$ cat src/dac_link_pkg.sv
// Shared constants for the serial converter load link
package dac_link_pkg;
    // Word width and frame length
    localparam int WORD_W = 16;
    // Segment decode split: upper bits thermometer coded, rest to ladder
    localparam int SEG_BITS = 4;
    localparam int SEG_CTRL_W = 15;
    localparam int LADDER_W = 12;
    // Mid-scale power-on value, only the top bit set
    localparam logic [15:0] MID_SCALE = 16'h8000;
    // Shift register has no defined value; model it with a plain constant
    localparam logic [15:0] SHIFT_RESET = 16'h0000;
    // Bench link clock period, host clock period and link half period in host cycles
    localparam int LINK_PERIOD_NS = 125;
    localparam int CLK_PERIOD_NS = 10;
    localparam int SCLK_HALF_CYC = (LINK_PERIOD_NS / 2 + CLK_PERIOD_NS - 1) / CLK_PERIOD_NS;
    // Host gap with chip select high between frames, in ns and cycles
    localparam int CS_GAP_NS = 30;
    localparam int CS_GAP_CYC = (CS_GAP_NS + CLK_PERIOD_NS - 1) / CLK_PERIOD_NS;
    // Load strobe low width, in ns and cycles
    localparam int LOAD_W_NS = 30;
    localparam int LOAD_W_CYC = (LOAD_W_NS + CLK_PERIOD_NS - 1) / CLK_PERIOD_NS;
    // Host count widths
    localparam int BITCNT_W = 5;
    localparam int TIMER_W = 8;
endpackage

$ cat src/dac_link_if.sv
// Interface joining the serial bus master and the converter front end
`timescale 1ns/1ps
`default_nettype none
interface dac_link_if;
    logic cs_n;                  // Chip select, active low
    logic sclk;                  // Serial clock
    logic sdi;                   // Serial data, most significant bit first
    logic latch_load_strobe_n;   // Latch load strobe, active low
    // Converter end
    modport device (input cs_n, input sclk, input sdi, input latch_load_strobe_n);
    // Bus master end
    modport host (output cs_n, output sclk, output sdi, output latch_load_strobe_n);
endinterface
`default_nettype wire

$ cat src/dac_bus_master.sv
// Serial bus master that sends one word per request to the converter
`timescale 1ns/1ps
`default_nettype none
module dac_bus_master
    import dac_link_pkg::*;
(
    // Clock and reset
    input wire logic clk,
    input wire logic rst_n,
    // Serial link
    dac_link_if.host link,
    // User request
    input wire logic req_valid,
    output logic req_ready,
    input wire logic [dac_link_pkg::WORD_W-1:0] req_word,
    input wire logic [dac_link_pkg::BITCNT_W-1:0] req_bits,
    input wire logic use_strobe,
    // Status
    output logic done
);
    import dac_link_pkg::*;

    // ------------------------------------------------------------
    // Frame sequencer
    // ------------------------------------------------------------
    typedef enum logic [4:0] {
        S_IDLE = 5'b00001,
        S_LOW  = 5'b00010,
        S_HIGH = 5'b00100,
        S_GAP  = 5'b01000,
        S_LOAD = 5'b10000
    } state_t;

    state_t state_ff, nxt_state;
    logic [WORD_W-1:0] data_ff, nxt_data;      // Outgoing word, top bit on pin
    logic [BITCNT_W-1:0] bits_ff, nxt_bits;    // Clocks left in the frame
    logic [TIMER_W-1:0] tmr_ff, nxt_tmr;       // Phase timer
    logic strobe_ff, nxt_strobe;               // Strobe use for this frame
    logic cs_ff, nxt_cs, sclk_ff, nxt_sclk, ld_ff, nxt_ld, done_ff, nxt_done;

    // Next state: data change on falling clock, sampled by rising
    always_comb
    begin
        nxt_state = state_ff;
        nxt_data = data_ff;
        nxt_bits = bits_ff;
        nxt_tmr = (tmr_ff == '0) ? '0 : tmr_ff - 1'b1;
        nxt_strobe = strobe_ff;
        nxt_cs = cs_ff;
        nxt_sclk = sclk_ff;
        nxt_ld = ld_ff;
        nxt_done = 1'b0;
        case (state_ff)
            S_IDLE:
            begin
                if (req_valid)
                begin
                    // Long frames are padded with zeros at the low end
                    nxt_data = req_word;
                    nxt_bits = (req_bits == '0) ? BITCNT_W'(WORD_W) : req_bits;
                    nxt_strobe = use_strobe;
                    nxt_cs = 1'b0;
                    // Strobe goes high as select falls when used; a tied frame keeps it
                    nxt_ld = use_strobe ? 1'b1 : ld_ff;
                    nxt_tmr = TIMER_W'(SCLK_HALF_CYC);
                    nxt_state = S_LOW;
                end
            end
            S_LOW:
            begin
                if (tmr_ff == '0)
                begin
                    nxt_sclk = 1'b1;
                    nxt_tmr = TIMER_W'(SCLK_HALF_CYC);
                    nxt_state = S_HIGH;
                end
            end
            S_HIGH:
            begin
                if (tmr_ff == '0)
                begin
                    nxt_sclk = 1'b0;
                    nxt_data = {data_ff[WORD_W-2:0], 1'b0};
                    nxt_bits = bits_ff - 1'b1;
                    nxt_tmr = TIMER_W'(SCLK_HALF_CYC);
                    nxt_state = (bits_ff == 5'h01) ? S_GAP : S_LOW;
                    // Raise select right after the last clock
                    if (bits_ff == 5'h01)
                    begin
                        nxt_cs = 1'b1;
                        nxt_tmr = TIMER_W'(CS_GAP_CYC);
                    end
                end
            end
            S_GAP:
            begin
                if (tmr_ff == '0)
                begin
                    if (strobe_ff)
                    begin
                        nxt_ld = 1'b0;
                        nxt_tmr = TIMER_W'(LOAD_W_CYC);
                        nxt_state = S_LOAD;
                    end
                    else
                    begin
                        // Tied strobe drops with select high and then stays low
                        nxt_ld = 1'b0;
                        nxt_done = 1'b1;
                        nxt_state = S_IDLE;
                    end
                end
            end
            S_LOAD:
            begin
                if (tmr_ff == '0)
                begin
                    nxt_ld = 1'b1;
                    nxt_done = 1'b1;
                    nxt_state = S_IDLE;
                end
            end
            default:
            begin
                nxt_state = S_IDLE;
            end
        endcase
    end

    // Register the sequencer
    always_ff @(posedge clk)
    begin
        if (!rst_n)
        begin
            state_ff <= S_IDLE;
            data_ff <= 16'h0000;
            bits_ff <= 5'h00;
            tmr_ff <= 8'h00;
            strobe_ff <= 1'b1;
            cs_ff <= 1'b1;
            sclk_ff <= 1'b0;
            ld_ff <= 1'b1;
            done_ff <= 1'b0;
        end
        else
        begin
            state_ff <= nxt_state;
            data_ff <= nxt_data;
            bits_ff <= nxt_bits;
            tmr_ff <= nxt_tmr;
            strobe_ff <= nxt_strobe;
            cs_ff <= nxt_cs;
            sclk_ff <= nxt_sclk;
            ld_ff <= nxt_ld;
            done_ff <= nxt_done;
        end
    end

    // Pins come straight from flip-flops
    assign link.cs_n = cs_ff;
    assign link.sclk = sclk_ff;
    assign link.sdi = data_ff[WORD_W-1];
    assign link.latch_load_strobe_n = ld_ff;
    assign req_ready = (state_ff == S_IDLE);
    assign done = done_ff;
endmodule
`default_nettype wire

$ cat src/flat_wrapper.sv
// flat-port wrapper written by rule: the top's interface ports become plain ports
module dac_bus_master_flat import dac_link_pkg::*;
  (clk, rst_n, req_valid, req_ready, req_word, req_bits, use_strobe, done, link_cs_n, link_sclk, link_sdi, link_latch_load_strobe_n);
  dac_link_if link_i ();
  input wire logic clk;
  input wire logic rst_n;
  input wire logic req_valid;
  output logic req_ready;
  input wire logic [dac_link_pkg::WORD_W-1:0] req_word;
  input wire logic [dac_link_pkg::BITCNT_W-1:0] req_bits;
  input wire logic use_strobe;
  output logic done;
  output wire logic [$bits(link_i.cs_n)-1:0] link_cs_n;
  output wire logic [$bits(link_i.sclk)-1:0] link_sclk;
  output wire logic [$bits(link_i.sdi)-1:0] link_sdi;
  output wire logic [$bits(link_i.latch_load_strobe_n)-1:0] link_latch_load_strobe_n;
  assign link_cs_n = link_i.cs_n;
  assign link_sclk = link_i.sclk;
  assign link_sdi = link_i.sdi;
  assign link_latch_load_strobe_n = link_i.latch_load_strobe_n;
  dac_bus_master u_core (.clk(clk), .rst_n(rst_n), .link(link_i), .req_valid(req_valid), .req_ready(req_ready), .req_word(req_word), .req_bits(req_bits), .use_strobe(use_strobe), .done(done));
endmodule
$ cat config.mk
export PLATFORM = sky130hd
export DESIGN_NAME = dac_bus_master_flat
export DESIGN_NICKNAME = d
export VERILOG_FILES = /design/src/dac_link_pkg.sv /design/src/dac_link_if.sv /design/src/dac_bus_master.sv /design/src/flat_wrapper.sv
export SDC_FILE = /design/constraint.sdc
export NUM_CORES = 1
export LEC_CHECK = 0
export ABC_AREA = 1
export BUFFER_PORTS_ARGS = -buffer_cell sky130_fd_sc_hd__buf_4
export CAP_MARGIN = 10
export CORE_MARGIN = 2
export CORE_UTILIZATION = 55
export DETAILED_ROUTE_END_ITERATION = 8
export PLACE_DENSITY = 0.75
export SETUP_SLACK_MARGIN = 0.05
export SLEW_MARGIN = 30
export SYNTH_ARGS = -nofsm -noshare
export SYNTH_HDL_FRONTEND = slang
export SYNTH_SLANG_ARGS = --single-unit
$ cat constraint.sdc
create_clock -name clk -period 2.2 [get_ports clk]
set_clock_uncertainty 0.1 [all_clocks]
set_input_delay 0 -clock clk [delete_from_list [all_inputs] [get_ports clk]]
set_output_delay 0 -clock clk [all_outputs]
set_load 0.005 [all_outputs]
Yosys cells after proc, flatten, opt, wreduce, memory -nomap -nowiden

Index checks and enable logic that the tools add are counted.

Register bits after elaboration: 39
Bits of input ports: 25
Output and inout bits: 6
Word-level logic and storage cells: 72

Add/sub/neg operators: 2
Equality and inequality tests: 13
Muxes and demuxes: 37
Reductions and logical operators: 11

Operators by type and width:

| cell                                                  | count |
|---|---|
| 2-to-1 mux 8 bit                                      | 6 |
| 2-to-1 mux 5 bit                                      | 9 |
| 2-to-1 mux 16 bit                                     | 2 |
| one-hot mux 16 bit (2 select lines)                   | 1 |
| one-hot mux 8 bit (4 select lines)                    | 1 |
| one-hot mux 5 bit (5 select lines)                    | 1 |
| inequality test 2 x 1 -> 1 bit, second input constant | 6 |
| == test 5 x 1 -> 1 bit, second input constant         | 2 |
| 2-to-1 mux 1 bit                                      | 10 |
| one-hot mux 5 bit (2 select lines)                    | 1 |
| AND reduction 5 bit                                   | 2 |
| logical NOT 8 bit                                     | 1 |
| subtractor 8 x 1 -> 8 bit, second input constant      | 1 |
| one-hot mux 1 bit (2 select lines)                    | 3 |
| AND reduction 3 bit                                   | 2 |
| == test 5 x 2 -> 1 bit, second input constant         | 1 |
| == test 5 x 3 -> 1 bit, second input constant         | 1 |
| == test 5 x 4 -> 1 bit, second input constant         | 1 |
| == test 5 bit, second input constant                  | 1 |
| logical NOT 5 bit                                     | 1 |
| subtractor 5 x 1 -> 5 bit, second input constant      | 1 |
| 2-to-1 mux 4 bit                                      | 1 |
| AND reduction 4 bit                                   | 1 |
| nonzero test 2 bit                                    | 2 |
| other kinds (5)                                       | 5 |

Longest topological paths before layout

Depth after elaboration: 5
Mapped depth: 10
Mapped depth without buffers: 10

Worst setup path after synthesis

OpenSTA, ideal clock, no wires.

Kind: register to register
Start: register u_core.tmr_ff[0]
End: register u_core.data_ff[11]
Setup time: 0.116 ns
Arrival time: 1.376 ns
Required time: 1.984 ns
Slack: 0.608 ns
Stages on the path, launching flop included: 11
Path buffers: 1
Clock period less this slack: 1.592 ns
Path through: dfxtp_1 -> inv_1 -> ha_1 -> nand2_2 -> nor2_4 -> inv_2 -> nand2_2 -> nand3_2 -> buf_6 -> o21ai_0 -> nor2_1

Cells in the longest elaborated chain, start to end: 3

RTL lines:

| what                                     | RTL line              | source |
|---|---|---|
| start: declaration                       | dac_bus_master.sv:37  | `logic [TIMER_W-1:0] tmr_ff, nxt_tmr;` |
| start signal: assignment                 | dac_bus_master.sv:150 | `tmr_ff <= nxt_tmr;` |
| logical NOT 8 bit                        | dac_bus_master.sv:80  | `if (tmr_ff == '0)` |
| inequality test 2 x 1 -> 1 bit (no line) | n/a                   |  |
| AND reduction 3 bit (no line)            | n/a                   |  |
| end signal: assignment                   | dac_bus_master.sv:148 | `data_ff <= nxt_data;` |
| end: declaration                         | dac_bus_master.sv:35  | `logic [WORD_W-1:0] data_ff, nxt_data;` |

No other way between the ends.
A chain may end at the register's enable or synchronous reset.

Worst setup path after layout

Start: register u_core.state_ff[2]
End: register u_core.strobe_ff

Cells in the longest elaborated chain, start to end: 2

RTL lines:

| what                          | RTL line              | source |
|---|---|---|
| start: declaration            | dac_bus_master.sv:34  | `state_t state_ff, nxt_state;` |
| start signal: assignment      | dac_bus_master.sv:147 | `state_ff <= nxt_state;` |
| == test 5 x 1 -> 1 bit        | dac_bus_master.sv:53  | `case (state_ff)` |
| AND reduction 2 bit (no line) | n/a                   |  |
| end signal: assignment        | dac_bus_master.sv:151 | `strobe_ff <= nxt_strobe;` |
| end: declaration              | dac_bus_master.sv:38  | `logic strobe_ff, nxt_strobe;` |

No other way between the ends.

==> flow_metrics.env <==
export IMPL_clockRootBuffer="clkbuf_8"
export IMPL_layout_commonest_cell="nand2_1"
export IMPL_crit_family="simple AND/OR/NAND/NOR gates"
export IMPL_hold_viol=0
export IMPL_critPathMaxStageDelay_ps=580
export IMPL_finalCritPeriodShare_pct=86.4
export IMPL_clk_path_buf_depth=2
export IMPL_cts_setup_buffers=0
export IMPL_first_iter_violations=156
export IMPL_max_cap_violations=0
export IMPL_cp_arrival_ps=1980
export IMPL_synth_top_area_cell="dfxtp_1"
export IMPL_drc=0
export IMPL_powerDensity_nw_per_um2=1370
export IMPL_path_buf_inv=1
export IMPL_dp_hpwl_um=3210
export IMPL_yosysSeqAreaShare_pct=36.0
export IMPL_first_global_vias=1996
export IMPL_hp_class="input pin to flip-flop"
export IMPL_yosysUniqueCellTypes=28
export IMPL_synth_area_um2=2170
export IMPL_synth_area_leaders="dfxtp_1, nand2_1, nor2_1, o21ai_0, nand3_1"
export IMPL_min_to="u_core.bits_ff[0]"
export IMPL_maxSlewHeadroom_pct=60.7
export IMPL_place_inst=400
export IMPL_fin_setup_tns_ps=0
export IMPL_port_buffers=30
export IMPL_clkTransAtPathRegs_ps=70
export IMPL_avgSynthCellArea_um2=6.59
export IMPL_tightest_slew_ps=583
export IMPL_required_ps=2280
export IMPL_grt_ovfl_total=0
export IMPL_grt_pass1_wl_um=8420
export IMPL_p_leak_nw=1.32
export IMPL_drive_above_1_share_pct=16.8
export IMPL_num_rows=22
export IMPL_syn2layout_area_growth_pct=26.8
export IMPL_grt_total_usage_pct=24.8
export IMPL_yosys_warnings=0
export IMPL_peakVddDrop_mv=0.693
export IMPL_dr_pass1_iters=4
export IMPL_ioPinCount=31
export IMPL_dieHeight_um=66.8
export IMPL_crit_path_end_kind="flip-flop"
export IMPL_fmax_ghz=0.526
export IMPL_viasPerCell=4.94
export IMPL_synth_seq_cells=39
export IMPL_initial_core_util_pct=58.4
export IMPL_drt_wirelength_per_cell_um=11.1
export IMPL_startpoint_type="flip-flop"
export IMPL_cts_max_level=2
export IMPL_finalSetupViolCount=0
export IMPL_grt_antenna_before_repair=0
export IMPL_path_cells="nor2_4, nand2_2, nor2_4, nand2_1, nand2_1, o211ai_1, dlygate4sd3_1"
export IMPL_synthesis_nets=357
export IMPL_ant_nets=0
export IMPL_worstReg2RegEnd="u_core.strobe_ff"
export IMPL_cts_tree="yes"
export IMPL_min_path_cells=5
export IMPL_clock_latency_ps=290
export IMPL_fin_cells=430
export IMPL_synth_top_area_share_pct=36.0
export IMPL_reg2reg_from="u_core.state_ff[2]"
export IMPL_drv_slew=0
export IMPL_dieArea_um2=4460
export IMPL_layout_nets=409
export IMPL_dr_total_vias=2126
export IMPL_outcome="finished, final reports clean"
export IMPL_ff2ff_path_depth=7
export IMPL_gp_congestion=0.907
export IMPL_drt_total_wl_um=4780
export IMPL_cts_sinks=39
export IMPL_period_minus_slack_ps=1900
export IMPL_rsz0062_at_grt="false"
export IMPL_rrSetupSlack_ps=300
export IMPL_critPathKind="flip-flop to flip-flop"
export IMPL_crit_slowest_cell="dlygate4sd3_1"
export IMPL_path_max_fanout=5
export IMPL_core_area_um2=3720
export IMPL_final_cell_mix="nand2_1, nor2_1, dfxtp_1"
export IMPL_cts_made_buffers=5
export IMPL_antennaDiodeCount=0
export IMPL_die_w_um=66.8
export IMPL_hp_start="req_bits[0]"
export IMPL_grt_start_max_net_pins=31
export IMPL_post_synth_inst_count=329
-- where the power goes --
group | internal [mW] | leakage, nW | switching, mW
sequential | 0.971 | 0.322 | 0.189
clock | 0.367 | 0.0612 | 0.248
combinational | 0.762 | 0.941 | 1.22
-- Yosys cell counts, drive strengths merged --
cell	count
a211oi	2
a21boi	1
a21oi	7
buf	7
clkbuf	4
dfxtp	39
ha	3
inv	21
nand2	103
nand3	16
nand4	5
nor2	77
nor3	4
o211ai	1
o21ai	30
or2	1
xnor2	4
xor2	4
-- flip-flops by register name (all words and copies together) (netlist names) --
register / cells
u_core.link.cs_n: 1
u_core.data_ff: 16
u_core.link.sclk: 1
u_core.state_ff: 5
u_core.bits_ff: 5
u_core.done: 1
u_core.strobe_ff: 1
u_core.link.latch_load_strobe_n: 1
u_core.tmr_ff: 8
-- what timing repair did --
| action | 4_1_cts | 5_1_grt |
|---|---|---|
| endpoints found under the hold margin | 27 | 0 |
| hold buffers | 22 | 0 |
| endpoints found under the setup margin | 0 | 16 |
| resized for setup | 0 | 1 |
-- routing by layer --
layer	wire, µm	track usage (%)	vias to the layer above
li1	-	-	1140
met4	113	10.2	0
met2	2290	43.4	47
met3	178	5.41	12
met1	2200	29.1	927
met5	0	0	-
-- cells by family after synthesis --
kind of cell    after synthesis  synth area share [%]
xor+xnor                      8                  3.23
simple gates                206                  41.6
flops                        39                  36.0
fa+ha+maj                     3                  1.73
buf+inv                      32                  7.33
compound gates               41                  10.1
-- worst max-delay path by stage --
stage | start | endpoint | cells past startpoint
floorplan | u_core.tmr_ff[0] | u_core.data_ff[11] | 10
global placement | u_core.tmr_ff[0] | u_core.data_ff[5] | 9
detailed placement | u_core.tmr_ff[0] | u_core.data_ff[4] | 9
CTS | u_core.tmr_ff[0] | u_core.data_ff[14] | 9
global route | u_core.tmr_ff[0] | u_core.data_ff[2] | 9
finish | u_core.state_ff[2] | u_core.strobe_ff | 7
-- worst reg2reg max path: cells and delay by family, from the launching register on --
family / cells / cell delay [ps]
AND/OR/NAND/NOR: 5 / 630
flip-flops: 1 / 400
AO/OA/AOI/OAI: 1 / 80
buffers and inverters: 1 / 580
-- stage by stage --
stage	total power [mW]	cell area [µm²]	utilization [%]	setup slack [ps]	hold WS, ps
2_1_floorplan	2.79	2170	-	608	84.3
3_3_place_gp	3.06	2400	64.7	305	209
3_5_place_dp	3.09	2400	64.7	248	206
4_1_cts	3.75	2740	73.8	225	4.77
5_1_grt	4.14	2750	74.0	126	78.7
6_report	3.76	2750	74.0	300	18.3
-- final cells by class --
class	count	area [µm²]
inverter	21	78.8
clock inverter	2	35.0
sequential	39	781
timing repair buffer	56	475
multi-input combinational	258	1240
tap	48	60.1
fill	337	967
clock buffer	6	82.6
(Power assumes the default switching activity.)
